### src/fault_readback_pkg.sv
// package: offsets, field positions, reset values of the fault readback word
package fault_readback_pkg;
   //--------------------------------------------------
   // register map
   //--------------------------------------------------
   localparam logic [0:0]  CONFIG_OFFSET   = 1'h0;   // configuration register index
   localparam logic [0:0]  FAULT_OFFSET    = 1'h1;   // fault readback register index
   localparam int          WORD_W          = 24;     // register width
   localparam int          PAIRS           = 8;      // diagnostic channel pairs
   localparam logic [23:0] FAULT_RESET     = 24'h000000;
   localparam logic [5:0]  CSUM_RESET      = 6'h00;
   //--------------------------------------------------
   // field positions
   //--------------------------------------------------
   localparam int          OPEN_LSB        = 9;      // open flags at 9,11..23
   localparam int          SHORT_LSB       = 8;      // short flags at 8,10..22
   localparam int          THERMAL_BIT     = 7;
   localparam int          CMD_ERR_BIT     = 6;
   localparam int          CSUM_W          = 6;      // checksum bits 5..0
   localparam int          DIAG_EN_LSB     = 16;     // diag enables in config 23..16
   localparam logic [6:0]  CSUM_POLY       = 7'h43;  // checksum polynomial x^6+x+1
endpackage

### src/fault_readback.sv
// module: fault readback status word with read-to-clear flags
`timescale 1ns/1ps
// Function
// RULE_01 - fault word at offset 1, resets zero
// RULE_02 - odd bits 23..9 open flags, read-clear
// RULE_03 - even bits 22..8 short flags, read-clear
// RULE_04 - bit 7 thermal shutdown, read-clear
// RULE_05 - bit 6 command error, read-clear
// RULE_06 - bits 5..0 read-only config checksum
// RULE_07 - eight pins open-drain or diagnostic
// RULE_08 - diag enable high selects diagnostic mode
// RULE_09 - power-on reset loads all defaults
// RULE_10 - standby enable high holds defaults
// RULE_11 - persistent fault re-sets after clearing
module fault_readback
   import fault_readback_pkg::*;
(
   input  wire logic        i_clk,            // serial interface clock domain
   input  wire logic        i_rst_n,          // power-on reset, active low
   input  wire logic        i_standby,        // enable pin, high = standby
   input  wire logic [23:0] i_config,         // configuration register contents
   input  wire logic        i_rd_strobe,      // one-cycle read of register
   input  wire logic [0:0]  i_rd_offset,      // register index being read
   input  wire logic [7:0]  i_open_det,       // open detected per pair (async)
   input  wire logic [7:0]  i_short_det,      // short detected per pair (async)
   input  wire logic        i_thermal_det,    // thermal shutdown detected (async)
   input  wire logic        i_cmd_err_det,    // command error event, same clock
   output logic      [23:0] o_rd_data,        // registered readback word
   output logic      [7:0]  o_diag_mode       // pair in diagnostic mode
);
   //--------------------------------------------------
   // synchronisers for analog detector levels
   //--------------------------------------------------
   logic [16:0] sync1_ff;                     // first stage, read by stage two only
   logic [16:0] sync2_ff;                     // second stage
   logic [16:0] nxt_sync1;
   logic [16:0] nxt_sync2;
   always_comb begin
      nxt_sync1 = {i_thermal_det, i_short_det, i_open_det};
      nxt_sync2 = sync1_ff;
   end
   always_ff @(posedge i_clk or negedge i_rst_n) begin
      if (!i_rst_n) begin
         sync1_ff <= 17'h00000;
         sync2_ff <= 17'h00000;
      end else begin
         sync1_ff <= nxt_sync1;
         sync2_ff <= nxt_sync2;
      end
   end
   //--------------------------------------------------
   // diagnostic mode per pair
   //--------------------------------------------------
   // a low bit leaves the pin an ordinary open-drain switch
   always_comb begin
      o_diag_mode = i_config[DIAG_EN_LSB +: PAIRS]; // RULE_07 RULE_08
   end
   //--------------------------------------------------
   // flag state
   //--------------------------------------------------
   logic [7:0]  open_ff;                      // open flags per pair
   logic [7:0]  short_ff;                     // short flags per pair
   logic        thermal_ff;                   // thermal shutdown flag
   logic        cmd_err_ff;                   // command error flag
   logic [5:0]  csum_ff;                      // registered checksum
   logic [23:0] rd_data_ff;                   // readback output
   logic [7:0]  nxt_open;
   logic [7:0]  nxt_short;
   logic        nxt_thermal;
   logic        nxt_cmd_err;
   logic [5:0]  nxt_csum;
   logic [23:0] nxt_rd_data;
   logic [5:0]  csum_calc;
   logic        rd_fault;
   logic [23:0] word;

   config_checksum u_csum (
      .i_config (i_config),
      .o_csum   (csum_calc)
   );

   // assemble the word from current flags
   always_comb begin
      word = FAULT_RESET;
      for (int p = 0; p < PAIRS; p++) begin
         word[OPEN_LSB + 2*p]  = open_ff[p];  // RULE_02
         word[SHORT_LSB + 2*p] = short_ff[p]; // RULE_03
      end
      word[THERMAL_BIT]  = thermal_ff;        // RULE_04
      word[CMD_ERR_BIT]  = cmd_err_ff;        // RULE_05
      word[CSUM_W-1:0]   = csum_ff;           // RULE_06
   end

   // next state: a detection in the clear cycle wins over the clear
   always_comb begin
      rd_fault    = i_rd_strobe && (i_rd_offset == FAULT_OFFSET); // RULE_01
      nxt_open    = open_ff;
      nxt_short   = short_ff;
      nxt_thermal = thermal_ff;
      nxt_cmd_err = cmd_err_ff;
      nxt_rd_data = rd_data_ff;
      nxt_csum    = csum_calc;                // RULE_06
      if (rd_fault) begin
         nxt_rd_data = word;                  // RULE_01
         nxt_open    = 8'h00;                 // RULE_02
         nxt_short   = 8'h00;                 // RULE_03
         nxt_thermal = 1'b0;                  // RULE_04
         nxt_cmd_err = 1'b0;                  // RULE_05
      end else if (i_rd_strobe) begin
         nxt_rd_data = FAULT_RESET;           // config is write-only, reads zero
      end
      // only diagnostic pairs may raise flags; re-detection sets again
      nxt_open    = nxt_open  | (sync2_ff[7:0]  & o_diag_mode); // RULE_08 RULE_11
      nxt_short   = nxt_short | (sync2_ff[15:8] & o_diag_mode); // RULE_08 RULE_11
      nxt_thermal = nxt_thermal | sync2_ff[16];                  // RULE_11
      nxt_cmd_err = nxt_cmd_err | i_cmd_err_det;                 // RULE_05
      if (i_standby) begin                    // standby forces defaults
         nxt_open    = 8'h00;                 // RULE_10
         nxt_short   = 8'h00;
         nxt_thermal = 1'b0;
         nxt_cmd_err = 1'b0;
         nxt_csum    = CSUM_RESET;
         nxt_rd_data = FAULT_RESET;
      end
   end

   always_ff @(posedge i_clk or negedge i_rst_n) begin
      if (!i_rst_n) begin                     // RULE_09
         open_ff    <= 8'h00;
         short_ff   <= 8'h00;
         thermal_ff <= 1'b0;
         cmd_err_ff <= 1'b0;
         csum_ff    <= CSUM_RESET;
         rd_data_ff <= FAULT_RESET;
      end else begin
         open_ff    <= nxt_open;
         short_ff   <= nxt_short;
         thermal_ff <= nxt_thermal;
         cmd_err_ff <= nxt_cmd_err;
         csum_ff    <= nxt_csum;
         rd_data_ff <= nxt_rd_data;
      end
   end

   always_comb begin
      o_rd_data = rd_data_ff;
   end

   //--------------------------------------------------
   // assertions
   //--------------------------------------------------
   property p_read_clears;
      @(posedge i_clk) disable iff (!i_rst_n)
      (rd_fault && !i_standby && sync2_ff == 17'h00000 && !i_cmd_err_det)
         |=> (open_ff == 8'h00 && short_ff == 8'h00 && !thermal_ff && !cmd_err_ff);
   endproperty
   a_read_clears: assert property (p_read_clears) else $error("flags not cleared"); // RULE_02

   property p_read_data;
      @(posedge i_clk) disable iff (!i_rst_n)
      (rd_fault && !i_standby) |=> (o_rd_data == $past(word));
   endproperty
   a_read_data: assert property (p_read_data) else $error("readback word wrong"); // RULE_01

   property p_set_wins;
      @(posedge i_clk) disable iff (!i_rst_n)
      (!i_standby && sync2_ff[0] && o_diag_mode[0]) |=> open_ff[0];
   endproperty
   a_set_wins: assert property (p_set_wins) else $error("open flag lost"); // RULE_11

   // a clear short flag on plain-output pair 6 must stay clear whatever the detector says
   property p_no_flag_off_mode;
      @(posedge i_clk) disable iff (!i_rst_n)
      (!o_diag_mode[6] && !short_ff[6]) |=> !short_ff[6];
   endproperty
   a_no_flag_off_mode: assert property (p_no_flag_off_mode) else $error("short in plain mode"); // RULE_08

   property p_thermal_sticky;
      @(posedge i_clk) disable iff (!i_rst_n)
      (thermal_ff && !rd_fault && !i_standby) |=> thermal_ff;
   endproperty
   a_thermal_sticky: assert property (p_thermal_sticky) else $error("thermal dropped"); // RULE_04

   property p_cmd_err_set;
      @(posedge i_clk) disable iff (!i_rst_n)
      (i_cmd_err_det && !i_standby) |=> cmd_err_ff;
   endproperty
   a_cmd_err_set: assert property (p_cmd_err_set) else $error("cmd error missed"); // RULE_05

   property p_csum_tracks;
      @(posedge i_clk) disable iff (!i_rst_n)
      (!i_standby && $stable(i_config)) ##1 (!i_standby && rd_fault)
         |=> (o_rd_data[5:0] == $past(csum_calc, 2));
   endproperty
   a_csum_tracks: assert property (p_csum_tracks) else $error("checksum wrong"); // RULE_06

   property p_standby_defaults;
      @(posedge i_clk) disable iff (!i_rst_n)
      i_standby |=> (word == FAULT_RESET && o_rd_data == FAULT_RESET);
   endproperty
   a_standby_defaults: assert property (p_standby_defaults) else $error("standby state"); // RULE_10

   c_read_flag: cover property (@(posedge i_clk) disable iff (!i_rst_n) rd_fault && open_ff != 8'h00);
   c_reset_again: cover property (@(posedge i_clk) disable iff (!i_rst_n)
      rd_fault ##1 open_ff[0]);
   c_standby: cover property (@(posedge i_clk) disable iff (!i_rst_n) i_standby && thermal_ff);
endmodule // fault_readback

### src/config_checksum.sv
// module: 6-bit checksum over the 24-bit configuration word
`timescale 1ns/1ps
module config_checksum
   import fault_readback_pkg::*;
(
   input  wire logic [23:0] i_config,   // configuration register contents
   output logic      [5:0]  o_csum      // checksum remainder
);
   //--------------------------------------------------
   // bitwise polynomial division, msb first
   //--------------------------------------------------
   // purely combinational; the caller registers the result
   always_comb begin
      logic [5:0] rem;
      logic       fb;
      rem = CSUM_RESET;
      fb  = 1'b0;
      for (int i = WORD_W - 1; i >= 0; i--) begin
         fb  = rem[5] ^ i_config[i];
         rem = {rem[4:0], 1'b0} ^ (fb ? CSUM_POLY[5:0] : 6'h00);
      end
      o_csum = rem;
   end
endmodule // config_checksum

### config.mk
export PLATFORM = sky130hd
export DESIGN_NAME = fault_readback
export DESIGN_NICKNAME = d
export VERILOG_FILES = /design/src/fault_readback_pkg.sv /design/src/fault_readback.sv /design/src/config_checksum.sv
export SDC_FILE = /design/constraint.sdc
export NUM_CORES = 1
export LEC_CHECK = 0
export BUFFER_PORTS_ARGS = -buffer_cell sky130_fd_sc_hd__buf_4
export CAP_MARGIN = 20
export CORE_MARGIN = 8
export CORE_UTILIZATION = 45
export CTS_CLUSTER_DIAMETER = 200
export DETAILED_ROUTE_END_ITERATION = 10
export PLACE_DENSITY = 0.69
export SLEW_MARGIN = 20
export SYNTH_ARGS = -nofsm -noshare
export SYNTH_HDL_FRONTEND = slang
export SYNTH_HIERARCHICAL = 1
export SYNTH_SLANG_ARGS = --single-unit
### constraint.sdc
create_clock -name i_clk -period 1.4 [get_ports i_clk]
set_input_delay 0.28 -clock i_clk [delete_from_list [all_inputs] [get_ports i_clk]]
set_output_delay 0.28 -clock i_clk [all_outputs]
set_load 0.02 [all_outputs]
After elaboration in Yosys (flattened, before gate mapping)
Cells that the tools add are included.
Widths: inputs -> output; s select.

word-level totals
  flip-flop bits (word level) = 82
  logic and storage cells = 98

cells by class
  multiplexer cells = 36
  bitwise operators = 52
  reduce and logical (&&, ||, !) cells = 2

operators by type and width
  cell                 number
  $xor 6x6->6          22
  $mux 24              3
  $mux 2               24
  $mux 8               4
  $xor 1x1->1          22
  $and 8x8->8          2
  $or 8x8->8           2
  $mux 6               1
  $xor 6x2->6          1
  $mux 1               4
  $reduce_bool 3->1    1
  $or 1x1->1           2
  $logic_and 1x1->1    1
  $xor 1x1->1 const A  1

Logic depth before layout (Yosys ltp)
  word-level depth = 70
  depth in mapped cells = 5
  gate-level depth less buffers = 5

Modules after synthesis
Netlist, hierarchy kept.

by module, submodules not included
  module           times used  cells each  area an instance (um^2)  sequential area each (um^2)
  fault_readback   1           185         2763.9                   2052.0
  config_checksum  1           38          430.4                    0.0

Worst setup path after synthesis
No wires, ideal clock.

  path kind = input to register
  start point = input i_config[23]
  end point = register csum_ff[1]
  arrival time = 1.577 ns
  required time = 1.278 ns
  setup slack = -0.298 ns
  stages on the path = 5
  path buffers = 0
  path through = xnor3_1 > xnor2_2 > xnor3_1 > xor2_1 > nor2b_1

between the ends
  longest elaborated chain between the ends = 33
  elaborated cells on any way between the ends = 45
  those cells by class = 12 x mux; 33 x bitwise

ends and longest elaborated chain
  element                                     line                                          RTL
  start: declaration                          fault_readback.sv:21                          input wire logic [23:0] i_config,
  $mux 2 (*)                                  config_checksum.sv:20                         rem = {rem[4:0], 1'b0} ^ (fb ? CSUM_POLY[5:0] : 6'h00);
  $xor 6x6->6 (*) (4 in series)               config_checksum.sv:20
  $xor 1x1->1 or $xor 6x6->6 (tied branches)  config_checksum.sv:19, config_checksum.sv:20
  $mux 2 or $xor 1x1->1 (tied branches)       config_checksum.sv:20, config_checksum.sv:19
  $xor 6x6->6 (*) (5 in series)               config_checksum.sv:20
  $xor 1x1->1 or $xor 6x6->6 (tied branches)  config_checksum.sv:19, config_checksum.sv:20
  $mux 2 (tied with other cells)              config_checksum.sv:20
  $xor 6x6->6 (*) (6 in series)               config_checksum.sv:20
  [... 2 more ...]                            --
  $xor 6x6->6 (*) (6 in series)               config_checksum.sv:20
  $xor 1x1->1 or $xor 6x6->6 (tied branches)  config_checksum.sv:19, config_checksum.sv:20
  $mux 2 or $xor 1x1->1 (tied branches)       config_checksum.sv:20, config_checksum.sv:19
  $xor 6x6->6 (*)                             config_checksum.sv:20
  $xor 6x2->6 (*)                             config_checksum.sv:20
  via csum_calc[1]                            fault_readback.sv:73                          logic [5:0] csum_calc;
  $mux 6 (*)                                  fault_readback.sv:117                         if (i_standby) begin
  via nxt_csum[1]                             fault_readback.sv:71                          logic [5:0] nxt_csum;
  end signal: assignment                      fault_readback.sv:140                         csum_ff <= nxt_csum;
  end: declaration                            fault_readback.sv:65                          logic [5:0] csum_ff;

The timed path passes the listed nets; every way through them passes the cells marked *.
A chain may end at the register's enable or synchronous reset.

Worst setup path in the final report
  start point = input i_config[18]
  end point = register csum_ff[1]

between the ends
  longest elaborated chain between the ends = 28
  elaborated cells on any way between the ends = 34
  those cells by class = 8 x mux; 26 x bitwise

ends and longest elaborated chain
  element                                     line                                          RTL
  $xor 1x1->1 (*)                             config_checksum.sv:19                         fb = rem[5] ^ i_config[i];
  $mux 2 (*)                                  config_checksum.sv:20
  $xor 6x6->6 (*) (5 in series)               config_checksum.sv:20
  $xor 1x1->1 or $xor 6x6->6 (tied branches)  config_checksum.sv:19, config_checksum.sv:20
  $mux 2 or $xor 1x1->1 (tied branches)       config_checksum.sv:20, config_checksum.sv:19
  $xor 6x6->6 (*) (6 in series)               config_checksum.sv:20
  $xor 1x1->1 or $xor 6x6->6 (tied branches)  config_checksum.sv:19, config_checksum.sv:20
  $mux 2 or $xor 1x1->1 (tied branches)       config_checksum.sv:20, config_checksum.sv:19
  $xor 6x6->6 (*) (6 in series)               config_checksum.sv:20
  $xor 1x1->1 or $xor 6x6->6 (tied branches)  config_checksum.sv:19, config_checksum.sv:20
  $mux 2 or $xor 1x1->1 (tied branches)       config_checksum.sv:20, config_checksum.sv:19
  $xor 6x6->6 (*)                             config_checksum.sv:20
  $xor 6x2->6 (*)                             config_checksum.sv:20
  via csum_calc[1]                            fault_readback.sv:73
  $mux 6 (*)                                  fault_readback.sv:117
  via nxt_csum[1]                             fault_readback.sv:71

Marks and branches as above.

==> results.toml <==
[grt]
antenna_found_initial = 0
grt.busiest_layer = "met2"
use_met3_pct = 5.744
met2_usage_pct = 23.64
grtUsageTotal_pct = 14.54
grt-ovfl-total = 0
grt_first_pass_wirelength_um = 11080
grt_pass1_vias = 2208
grt_util_met1_pct = 16.85
grt_max_degree = 35

[critical_path]
crit_arrival_ns = 1.58
cp_top_family = "XOR/XNOR gates"
worstSetupEndpointType = "register"
start_kind = "input port"
slowest_stage = "xnor3_1"
required_ns = 1.65
crit_fanout = 4
crit_type = "in -> reg"
path_cells = "buf_4 -> xnor2_1 -> xor2_1 -> xnor3_1 -> xor2_1 -> nor2b_1"
critPathBufInv = 1
cpMostUsedCell = "xor2_1"
crit_path_max_incr_delay_ns = 0.40

[routing]
vias = 1967
postRouteAntennaNets = 0
drt_pre_antenna_iters = 4
wirelength_um = 6756
drc = 0
wl_per_cell_um = 16.28
viasPerCell = 4.740
drt-initial-drc-count = 71

[power]
total_leakage_power_nw = 2.077
ir_drop_mv = 0.8126
finalPower_w = 0.005132
power_density_nw_per_um2 = 1228

[synth]
syn_nets = 270
synth-edff-count = 0
synth_seq_area_share_pct = 64.24
synth_area_leaders = "dfrtp_1, xnor2_1, a2bb2o_1"
synth-main-ff-cell = "dfrtp_1"
synth_common_cells = "dfrtp_1, xnor2_1, nand2_1"
syn_area_um2 = 3194
ys_ff_latch = 82
synth_most_common_cell = "dfrtp_1"
yosys_warnings = 6
synth_top_area_share_pct = 64.24
synthCells = 223
yosysTopAreaCell = "dfrtp_1"
ys_async_sr_fraction_pct = 100.0
ys_types = 20
avgSynthCellArea_um2 = 14.32

[floorplan]
fp.dieH_um = 100.3
num_rows = 30
coreArea_um2 = 6832
fp.dieW_um = 100.3
die-area_um2 = 10050
start_util_pct = 46.76
ioPinCount = 79

[worst_hold_path]
min_path_type = "in -> reg"

[sta]
clock.fmax_ghz = 0.7515
skew_ns = 0.006092
rsz0062_at_grt = "false"
drv_slew = 0
period_share_pct = 95.05
layout_min_cycle_time_ns = 1.331
hold_viol = 0
tightest_slew_ns = 0.4290
max_slew_margin_pct = 71.40
setup_violations = 0

[placed_design]
dpl.hpwl_um = 5058
dp.cells = 400
port_buffers = 78
gp_congestion = 0.7567

[layout]
antenna_cells = 0
final_cell_count_no_fill = 415
num-nets-final = 362
areaGrowthSynthToFinish_pct = 30.79
drive_gt1_share_pct = 37.62
fillCellCount = 573

[clocking]
cts_tree = "built"
max-clock-path-buffers = 2
cts_buffers = 9
clk_latency_ns = 0.35
clock-sinks = 82
clockRootBuffer = "clkbuf_8"
path_clk_slew_ns = 0.08
cts_max_level = 3

[outcome]
status = "finished, final reports clean"

[run]
maxCapViolCount = 0
## final cells by class
cell class | count | area [um^2] | share of cell area, %
Clock buffer | 10 | 137.6 | 3.294
Clock inverter | 5 | 38.79 | 0.9284
Inverter | 1 | 3.754 | 0.08985
Multi-Input combinational cell | 122 | 1039 | 24.86
Sequential cell | 82 | 2052 | 49.12
Tap cell | 96 | 120.1 | 2.875
Timing Repair Buffer | 99 | 787.0 | 18.84
## through the flow
step | util (%) | TNS (ns) | instance area, um^2 | hold slack (ns) | setup slack (ns)
6_report | 61.15 | 0 | 4178 | 0.03151 | 0.06934
5_1_grt | 61.15 | 0 | 4178 | 0.002941 | 0.0003688
2_1_floorplan | - | -0.3063 | 3202 | -0.01559 | -0.1289
3_3_place_gp | 58.26 | -1.332 | 3980 | 0.2493 | -0.2733
4_1_cts | 60.99 | 0 | 4167 | 0.007557 | 0.05028
3_5_place_dp | 58.26 | -1.629 | 3980 | 0.2514 | -0.3341
## power breakdown
part           internal [W]  switching [W]
registers           0.00254      0.0000549
clock network      0.000691       0.000818
logic              0.000579       0.000447
total               0.00381        0.00132
## worst paths after layout
| path | from | to | slack (ns) | depth (start not counted) |
|---|---|---|---|---|
| max in group asynchronous | i_rst_n | cmd_err_ff$_DFF_PN0_ | 0.47 | 3 |
| worst min register to register | nxt_sync2[1]$_DFF_PN0_ | sync2_ff[1]$_DFF_PN0_ | 0.35 | 0 |
| worst max register to register | short_ff[6]$_DFF_PN0_ | o_rd_data[20]$_DFFE_PN0P_ | 0.53 | 2 |
| worst max-delay path | i_config[18] | csum_ff[1]$_DFF_PN0_ | 0.07 | 6 |
| worst min-delay path | i_open_det[6] | nxt_sync2[6]$_DFF_PN0_ | 0.03 | 1 |
| min in group asynchronous | i_rst_n | o_rd_data[16]$_DFFE_PN0P_ | 0.41 | 2 |
## what timing repair did
action	CTS	global route
endpoints found under the hold margin	30	0
resized for setup	0	3
endpoints found under the setup margin	0	4
hold buffers	1	0
buffers inserted	0	0
## layout by cell type (no fill, tap or decap), types with 2 or more instances in the layout
| master | instances |
|---|---|
| clkinv_4 | 2 |
| buf_4 | 94 |
| buf_12 | 3 |
| xnor2_1 | 21 |
| xnor2_2 | 5 |
| nor2b_1 | 9 |
| o22ai_1 | 14 |
| xor2_1 | 6 |
| dfrtp_1 | 82 |
| clkbuf_8 | 10 |
| xnor3_1 | 6 |
| a32o_1 | 8 |
| a21boi_0 | 2 |
| a22o_1 | 4 |
| a2bb2o_1 | 14 |
| nand2_1 | 15 |
| o21a_1 | 2 |
| nand2b_1 | 14 |
## metal layers
layer	vias up	routed length [um]
met5	-	0
met1	963	2881
met3	5	419
li1	942	-
met4	0	79
met2	57	3375
## cells by family (layout without fill, tap and decap cells)
group	count (synthesis)	count (layout)	share of synthesized area, %
flip-flops	82	82	64.24
AO/OA/AOI/OAI	44	44	11.67
AND/OR/NAND/NOR	40	40	6.658
XOR/XNOR	38	38	13.47
buffers and inverters	19	115	3.956
## state kept, by name (all words and copies together) (netlist names)
register    flops
nxt_sync2      17
cmd_err_ff      1
short_ff        8
open_ff         8
csum_ff         6
o_rd_data      24
sync2_ff       17
thermal_ff      1
(Power assumes the default switching activity.)
